### config.mk
export PLATFORM = sky130hd
export DESIGN_NAME = dpll_event_interrupt_unit
export DESIGN_NICKNAME = d
export VERILOG_FILES = /design/src/deiu_pkg.sv /design/src/deiu_event_detect.sv /design/src/deiu_flag_bit.sv /design/src/dpll_event_interrupt_unit.sv
export SDC_FILE = /design/constraint.sdc
export NUM_CORES = 1
export LEC_CHECK = 0
export BUFFER_PORTS_ARGS = -buffer_cell sky130_fd_sc_hd__buf_2
export CAP_MARGIN = 20
export CORE_MARGIN = 1.5
export CORE_UTILIZATION = 44
export CTS_CLUSTER_DIAMETER = 30
export DETAILED_ROUTE_END_ITERATION = 7
export HOLD_SLACK_MARGIN = 0.08
export PLACE_DENSITY = 0.77
export REMOVE_ABC_BUFFERS = 1
export SLEW_MARGIN = 20
export SYNTH_ARGS = -nofsm -noshare
export SYNTH_HDL_FRONTEND = slang
export SYNTH_SLANG_ARGS = --single-unit
### constraint.sdc
create_clock -name core_clk -period 2.1 [get_ports core_clk]
set_clock_uncertainty 0.15 [all_clocks]
set_input_delay 0.42 -clock core_clk [delete_from_list [all_inputs] [get_ports core_clk]]
set_output_delay 0.42 -clock core_clk [all_outputs]
set_load 0.02 [all_outputs]
### src/deiu_pkg.sv
// package of constants and carrier types for the timing-loop event interrupt unit
package deiu_pkg;
    localparam int ADDR_W = 8;
    localparam int DATA_W = 16;
    localparam logic [7:0] ADDR_FLAGS = 8'h66;
    localparam logic [7:0] ADDR_MASK = 8'h67;
    localparam logic [7:0] ADDR_CLEAR = 8'h68;
    localparam logic [7:0] ADDR_STATUS = 8'h6B;
    localparam int BIT_HOLD = 1;
    localparam int BIT_REF = 2;
    localparam int BIT_LOCK = 3;
    localparam logic [2:0] MASK_RESET = 3'h7;
    localparam logic [2:0] FLAGS_RESET = 3'h0;
    localparam logic [15:0] CLEAR_READ = 16'h0001;
    localparam logic [1:0] MODE_PHASE_HOLD = 2'h0;
    localparam logic [1:0] MODE_NORMAL = 2'h1;
    localparam logic [1:0] MODE_HOLDOVER = 2'h2;
    localparam logic [1:0] MODE_FREERUN = 2'h3;

    typedef enum logic [1:0] {
        DEIU_IDLE = 2'h0,
        DEIU_READ = 2'h1
    } deiu_rd_state_t;

    // register bus request from the host
    typedef struct packed {
        logic [7:0] addr;
        logic [15:0] wdata;
        logic wr;
        logic rd;
    } deiu_bus_req_t;

    // timing loop status as seen by the event detector
    typedef struct packed {
        logic locked;
        logic [1:0] refSel;
        logic [1:0] loopState;
    } deiu_loop_t;
endpackage : deiu_pkg

### src/deiu_event_detect.sv
// change detector turning timing-loop status into one-cycle event pulses
`timescale 1ns/100ps
module deiu_event_detect (
    input wire logic core_clk,
    input wire logic rst_b,
    input wire deiu_pkg::deiu_loop_t loopIn,
    output logic [2:0] evtPulse
);
    typedef struct packed {
        logic primed;
        deiu_pkg::deiu_loop_t prev;
        logic [2:0] evt;
    } deiu_det_state_t;

    deiu_det_state_t s_q;
    deiu_det_state_t s_d;
    logic holdNow;
    logic holdPrev;

    // holdover and phase-hold count as one family; entry or exit toggles it
    always_comb begin
        s_d = s_q;
        holdNow = (loopIn.loopState == deiu_pkg::MODE_HOLDOVER)
            || (loopIn.loopState == deiu_pkg::MODE_PHASE_HOLD);
        holdPrev = (s_q.prev.loopState == deiu_pkg::MODE_HOLDOVER)
            || (s_q.prev.loopState == deiu_pkg::MODE_PHASE_HOLD);
        s_d.prev = loopIn;
        s_d.primed = 1'b1;
        s_d.evt = 3'h0;
        // first cycle after reset only captures, so reset itself is no event
        if (s_q.primed) begin
            s_d.evt[deiu_pkg::BIT_LOCK - 1] = loopIn.locked != s_q.prev.locked;
            s_d.evt[deiu_pkg::BIT_REF - 1] = loopIn.refSel != s_q.prev.refSel;
            s_d.evt[deiu_pkg::BIT_HOLD - 1] = holdNow != holdPrev;
        end
    end

    // state register
    always_ff @(posedge core_clk) begin
        if (!rst_b) begin
            s_q <= '0;
        end else begin
            s_q <= s_d;
        end
    end

    assign evtPulse = s_q.evt;
endmodule : deiu_event_detect

### src/deiu_flag_bit.sv
// one sticky event flag with set-over-clear and mask gating
`timescale 1ns/100ps
module deiu_flag_bit (
    input wire logic core_clk,
    input wire logic rst_b,
    input wire logic setEvt,
    input wire logic clrReq,
    input wire logic maskBit,
    output logic flagQ,
    output logic irqReq
);
    logic flag_q;
    logic flag_d;

    // set wins over a clear landing in the same cycle so no event is lost
    always_comb begin
        flag_d = flag_q;
        if (clrReq) begin
            flag_d = 1'b0;
        end
        if (setEvt) begin
            flag_d = 1'b1;
        end
    end

    // flag register
    always_ff @(posedge core_clk) begin
        if (!rst_b) begin
            flag_q <= deiu_pkg::FLAGS_RESET[0];
        end else begin
            flag_q <= flag_d;
        end
    end

    assign flagQ = flag_q;
    assign irqReq = flag_q & ~maskBit;
endmodule : deiu_flag_bit

### src/dpll_event_interrupt_unit.sv
// timing-loop event interrupt unit: flags, mask, clear and status registers
//
// Overview of operation
// - event flag register reads zero on bits 15 to 4 and bit 0
// - bit 3 sets on any lock status change and holds until cleared
// - bit 2 sets when the selected reference changes
// - bit 1 sets on entering or leaving holdover/phase-hold
// - interrupt output active while any unmasked event flag is set
// - mask bits 3, 2, 1 suppress lock, reference, holdover contributions
// - writing one to clear bit 3..1 clears only that flag
// - loop state field: 00 phase-hold, 01 normal, 10 holdover, 11 freerun
`timescale 1ns/100ps
module dpll_event_interrupt_unit (
    input wire logic core_clk,
    input wire logic rst_b,
    input wire logic [7:0] busAddr,
    input wire logic [15:0] busWdata,
    input wire logic busWr,
    input wire logic busRd,
    input wire logic loopLocked,
    input wire logic [1:0] refSelect,
    input wire logic [1:0] loopState,
    output logic [15:0] busRdata,
    output logic irqOut
);
    typedef struct packed {
        logic [2:0] mask;
        logic [15:0] rdata;
        logic irq;
        deiu_pkg::deiu_rd_state_t rdState;
    } deiu_top_state_t;

    deiu_top_state_t s_q;
    deiu_top_state_t s_d;
    deiu_pkg::deiu_bus_req_t req;
    deiu_pkg::deiu_loop_t loopNow;
    logic [2:0] evtPulse;
    logic [2:0] clrVec;
    logic [2:0] flags;
    logic [2:0] irqReq;
    logic [15:0] flagWord;
    logic [15:0] maskWord;
    logic [15:0] clearWord;
    logic [15:0] statusWord;
    logic [15:0] rdWord;
    logic [2:0] wrBits;
    logic hitFlags;
    logic hitMask;
    logic hitClear;
    logic hitStatus;
    logic wrMask;
    logic wrClear;
    logic irqAny;

    // gather bus and loop inputs into carriers
    assign req = '{addr: busAddr, wdata: busWdata, wr: busWr, rd: busRd};
    assign loopNow = '{locked: loopLocked, refSel: refSelect, loopState: loopState};

    deiu_event_detect u_detect (
        .core_clk(core_clk),
        .rst_b(rst_b),
        .loopIn(loopNow),
        .evtPulse(evtPulse)
    );

    // address decode, one hit line per mapped register
    assign hitFlags = req.addr == deiu_pkg::ADDR_FLAGS;
    assign hitMask = req.addr == deiu_pkg::ADDR_MASK;
    assign hitClear = req.addr == deiu_pkg::ADDR_CLEAR;
    assign hitStatus = req.addr == deiu_pkg::ADDR_STATUS;

    // flags and status are read-only, so writes there simply fall away
    assign wrMask = req.wr && hitMask;
    assign wrClear = req.wr && hitClear;

    // only the three event positions of a write carry meaning; reserved bits are ignored
    assign wrBits = req.wdata[deiu_pkg::BIT_LOCK:deiu_pkg::BIT_HOLD];

    // clear strobes, one per flag, live for the single write cycle
    assign clrVec = wrClear ? wrBits : 3'h0;

    // one sticky flag per event, index 0..2 maps to bits 1..3
    genvar gi;
    generate
        for (gi = 0; gi < 3; gi++) begin : g_flag
            deiu_flag_bit u_flag (
                .core_clk(core_clk),
                .rst_b(rst_b),
                .setEvt(evtPulse[gi]),
                .clrReq(clrVec[gi]),
                .maskBit(s_q.mask[gi]),
                .flagQ(flags[gi]),
                .irqReq(irqReq[gi])
            );
        end
    endgenerate

    // readback words built per bit; reserved positions tie off to their fixed pattern
    genvar bi;
    generate
        for (bi = 0; bi < 16; bi++) begin : g_word
            if (bi >= deiu_pkg::BIT_HOLD && bi <= deiu_pkg::BIT_LOCK) begin : g_evt
                assign flagWord[bi] = flags[bi - deiu_pkg::BIT_HOLD];
                assign maskWord[bi] = s_q.mask[bi - deiu_pkg::BIT_HOLD];
                assign clearWord[bi] = deiu_pkg::CLEAR_READ[bi];
            end else begin : g_rsv
                assign flagWord[bi] = 1'b0;
                assign maskWord[bi] = deiu_pkg::CLEAR_READ[bi]; // same fixed pattern as clear
                assign clearWord[bi] = deiu_pkg::CLEAR_READ[bi];
            end
        end
    endgenerate

    // loop state shown live, upper bits zero
    assign statusWord = {14'h0000, loopNow.loopState};

    // read select; anything off the map reads as zero
    always_comb begin
        rdWord = 16'h0000;
        if (hitFlags) begin
            rdWord = flagWord;
        end
        if (hitMask) begin
            rdWord = maskWord;
        end
        if (hitClear) begin
            rdWord = clearWord;
        end
        if (hitStatus) begin
            rdWord = statusWord;
        end
    end

    // any unmasked flag asks for the pin
    assign irqAny = |irqReq;

    // bus slave: mask write, read data registered one cycle after the strobe, interrupt level
    always_comb begin
        s_d = s_q;
        if (wrMask) begin
            s_d.mask = wrBits;
        end
        // read data stand for as many cycles as the strobe is held, then the word drops back to zero
        unique case (s_q.rdState)
            deiu_pkg::DEIU_IDLE: begin
                if (req.rd) begin
                    s_d.rdState = deiu_pkg::DEIU_READ;
                    s_d.rdata = rdWord;
                end
            end
            deiu_pkg::DEIU_READ: begin
                if (req.rd) begin
                    s_d.rdata = rdWord;
                end else begin
                    s_d.rdState = deiu_pkg::DEIU_IDLE;
                    s_d.rdata = 16'h0000;
                end
            end
            default: begin
                s_d.rdState = deiu_pkg::DEIU_IDLE;
                s_d.rdata = 16'h0000;
            end
        endcase
        // registered, so the pin lags the flag by one cycle
        s_d.irq = irqAny;
    end

    // state register; mask comes up all ones so nothing interrupts at reset
    always_ff @(posedge core_clk) begin
        if (!rst_b) begin
            s_q.mask <= deiu_pkg::MASK_RESET;
            s_q.rdata <= 16'h0000;
            s_q.irq <= 1'b0;
            s_q.rdState <= deiu_pkg::DEIU_IDLE;
        end else begin
            s_q <= s_d;
        end
    end

    assign busRdata = s_q.rdata;
    assign irqOut = s_q.irq;
endmodule : dpll_event_interrupt_unit

==> results.md <==
- The flow ran to the end, and the final reports show no timing, DRC or antenna violations.
- The power per cell area is ~650 mW/mm².
- The required time reported for the critical path endpoint is between 2 and 2.5 ns.
- The die is 51.00 µm tall.
- In the routed layout, each cell is associated on average with a via count of 4.777.
- The routed wire length is ~1700 µm.
- For this run, the post-layout net count is 165.
- The post-route worst hold slack is 0.1863 ns.
- The number of antenna violations at the first check in global routing is 0.
- The HPWL reported at the end of detailed placement is 1362 µm.
- In the final routed layout, each cell accounts on average for 10.82 µm.
- Traced cell by cell, the critical path runs through inv_1 -> ha_1 -> or4b_4 -> o31ai_2.
- The largest single stage delay on the critical path is a little under 0.6 ns.
- The area of the placeable core is around 0.0022 mm².
- The fmax is 571.8 MHz.
- The area enclosed by the die boundary is between 0.002 and 0.003 mm².
- Summing internal, switching and leakage power gives between 700 and 800 µW.
- The number of synthesized register bits is 20.
- Across the run, the number of max-cap violations was 0.
- The top cell types in the final layout, fill and taps aside, are sky130_fd_sc_hd__buf_2, sky130_fd_sc_hd__dfxtp_1, sky130_fd_sc_hd__conb_1.
- The number of global-route vias before repair is between 600 and 700.
- Clock tree synthesis selected as its root buffer the cell sky130_fd_sc_hd__clkbuf_4.
- Counting along the longest clock path gives a buffer depth of 2.
- For this configuration, the core starts out at a cell density of 0.4626.
- The post-CTS setup-driven buffer insertion count is 0.
- The average size of a mapped cell is between 9 and 10 µm².
- Setup repair after global routing left no endpoint under its margin.
- The static leakage is 0.5266 nW.
- Of the cells placed in the final design, the portion with a size suffix greater than 1 is 0.2636.
- The die boundary width is ~51 µm.
- The kind of capture point of the worst setup path is a flop.
- The layout overhead on the synthesized area is 10.00%.
- The number of antenna repair diodes is 0.
- During synthesis, Yosys emitted a total of 0 warnings.
- In the finished design, the share of the clock period the worst path needs comes to 0.8328.
- For this run, the total global-route usage over all layers was measured as 0.1436.
- Leaving out fill and tap cells, the most frequent cell in the layout is sky130_fd_sc_hd__buf_2.
- Among all stages on the critical path, the largest delay is contributed by sky130_fd_sc_hd__or4b_4.
- The count of TritonRoute iterations in the first routing pass is 4.
- The worst min-delay path class is in -> reg.
- The TritonCTS clock tree is yes.
- The global-route wire length before repair is around 2800 µm.
- The path type of the worst setup path is reg -> reg.
- Summed over all failing endpoints, the final setup total negative slack is 0 ns.
- The setup violation total in the final timing report is 0.
- During placement, the flow inserted port buffers numbering 24.
- The number of antenna-violating nets in the routed design is 0.
- For this run the aggregate overflow at the end of global routing stands at 0.
- The final critical path time including I/O delays and setup is 1.749 ns.
- The cts-stage hold buffer count is 0.
- The first routing iteration left 9 violations.
- The initialized floorplan defines 17 standard-cell rows.
- After detailed routing, the number of remaining DRC violations is 0.
- The cell area that synthesis handed to floorplanning was approximately 0.001 mm².
- Entering global routing, the biggest net connects 22 pins.
- In this run the number of H-tree levels came out at 1.
- The insertion delay to the later sink of the worst-skew pair is a little under 0.3 ns.
- The count of final hold-check violations was 0.
- The number of cells produced by synthesis is 108.
- The count of cells in the finished layout, fillers not included, comes to ~160.
- For this run, the register share of the synthesized area comes to 0.3951.
- The cell total after placement is between 150 and 200.
- The number of ports placed on the die boundary is 50.
- The detailed-route via count is 750.
- In this run, distinct cell masters in the synthesized netlist total 31.
- Once layout is complete, the utilization of the core stands at 0.5089.
- The worst setup path is launched from a flop.
- The clock drives 20 sinks.
- The routability congestion estimate is between 0.7 and 0.8.
- VDD sags by at most about 0.45 mV.
- The number of cells upsized or downsized after cts is 0.
- The number of buffers inserted during clock tree synthesis is 3.
- The count of final max-slew check failures came to 0.
- For the worst setup path, the data arrival time is roughly 1.8 ns.
- The highest net fanout along the worst path is 6.
- The clock transition at the register clock pins on the worst setup and hold paths after CTS is 0.10 ns.
- After filler insertion, the fill cell instance count of the layout stands at between 200 and 250.
## where the power goes
group / switching (mW) / leakage [nW] / internal, mW
logic: 0.0750 / 0.349 / 0.0599
registers: 0.0144 / 0.164 / 0.401
clock network: 0.106 / 0.0138 / 0.0668
## cell families after synthesis
group	share of synthesized area
AND/OR/NAND/NOR	0.2062
buffers and inverters	0.1642
flip-flops	0.3951
AO/OA/AOI/OAI	0.1161
multiplexers	0.05926
XOR/XNOR	0.04321
adder cells (fa/ha/maj)	0.01234
other	0.003700
## critical path: cells and delay by family, from the launching register on
family / cells / cell delay, ns
flops: 1 / 0.38
buf+inv: 1 / 0.06
fa+ha+maj: 1 / 0.26
compound gates: 1 / 0.23
simple gates: 1 / 0.59
## area by class of cell
type	instances	area, µm²	share of cell area
inverters	9	33.78	0.03030
repair buffers	26	135.1	0.1212
flip-flops and latches	20	400.4	0.3591
multi-input cells	71	488.0	0.4377
well taps	28	35.03	0.03143
clock buffers	3	22.52	0.02020
## flip-flops by register name, summed over array words and instances (netlist names)
| register | count |
|---|---|
| u_detect.evtPulse | 3 |
| u_detect.s_q | 5 |
| irqOut | 1 |
| g_flag.u_flag.flagQ | 3 |
| s_q | 1 |
| maskWord | 3 |
| busRdata | 4 |
## Yosys cell counts
| cell type | number | area share |
|---|---|---|
| sky130_fd_sc_hd__a21oi_1 | 2 | 0.0099 |
| sky130_fd_sc_hd__a222oi_1 | 1 | 0.0099 |
| sky130_fd_sc_hd__a41oi_1 | 3 | 0.026 |
| sky130_fd_sc_hd__and2_1 | 5 | 0.031 |
| sky130_fd_sc_hd__and2b_1 | 1 | 0.0074 |
| sky130_fd_sc_hd__buf_2 | 1 | 0.0049 |
| sky130_fd_sc_hd__buf_4 | 16 | 0.12 |
| sky130_fd_sc_hd__clkbuf_1 | 2 | 0.0074 |
| sky130_fd_sc_hd__conb_1 | 1 | 0.0037 |
| sky130_fd_sc_hd__dfxtp_1 | 20 | 0.40 |
| sky130_fd_sc_hd__ha_1 | 1 | 0.012 |
| sky130_fd_sc_hd__inv_1 | 9 | 0.033 |
| sky130_fd_sc_hd__mux2i_1 | 6 | 0.059 |
| sky130_fd_sc_hd__nand2_1 | 3 | 0.011 |
| sky130_fd_sc_hd__nand2b_1 | 1 | 0.0062 |
| sky130_fd_sc_hd__nand3_1 | 5 | 0.025 |
| sky130_fd_sc_hd__nand3b_1 | 1 | 0.0074 |
| sky130_fd_sc_hd__nand4b_1 | 1 | 0.0086 |
| sky130_fd_sc_hd__nand4bb_4 | 1 | 0.027 |
| sky130_fd_sc_hd__nor2_1 | 4 | 0.015 |
| sky130_fd_sc_hd__nor2b_1 | 7 | 0.043 |
| sky130_fd_sc_hd__nor3_1 | 1 | 0.0049 |
| sky130_fd_sc_hd__o211a_1 | 1 | 0.0099 |
| sky130_fd_sc_hd__o21ai_0 | 4 | 0.020 |
| sky130_fd_sc_hd__o22a_1 | 1 | 0.0086 |
| sky130_fd_sc_hd__o31ai_1 | 1 | 0.0074 |
| sky130_fd_sc_hd__o31ai_2 | 2 | 0.025 |
| sky130_fd_sc_hd__or2_2 | 1 | 0.0062 |
| sky130_fd_sc_hd__or4b_4 | 1 | 0.014 |
| sky130_fd_sc_hd__xnor2_1 | 4 | 0.035 |
| sky130_fd_sc_hd__xor2_1 | 1 | 0.0086 |
## through the flow
stage / setup WS (ns) / cell area (µm²)
floorplan: 0.4031 / 922.1
finish: 0.3512 / 1115
global placement: 0.2558 / 1092
global route: 0.2961 / 1115
detailed placement: 0.2154 / 1092
CTS: 0.3508 / 1115
## path summary, 6_finish.rpt
path	start	to	slack (ns)	depth (start not counted)
hold / removal	busWdata[2]	g_flag[1].u_flag.flagQ$_SDFFE_PN0P_	0.19	2
setup / recovery	s_q[0]$_SDFFE_PN0P_	busRdata[2]$_SDFFE_PN0P_	0.35	4
hold reg to reg	u_detect.evtPulse[2]$_SDFF_PN0_	g_flag[2].u_flag.flagQ$_SDFFE_PN0P_	0.34	2
setup reg to reg	s_q[0]$_SDFFE_PN0P_	busRdata[2]$_SDFFE_PN0P_	0.35	4
## routing by layer
metal | share of wire | routed length [µm] | global-route usage
met1 | 0.44 | 742 | 0.1606
met2 | 0.49 | 835 | 0.2597
met3 | 0.071 | 120 | 0.05263
met4 | 0 | 0 | 0.02703
met5 | 0 | 0 | 0
No activity file was read; power rests on OpenSTA's default activity.
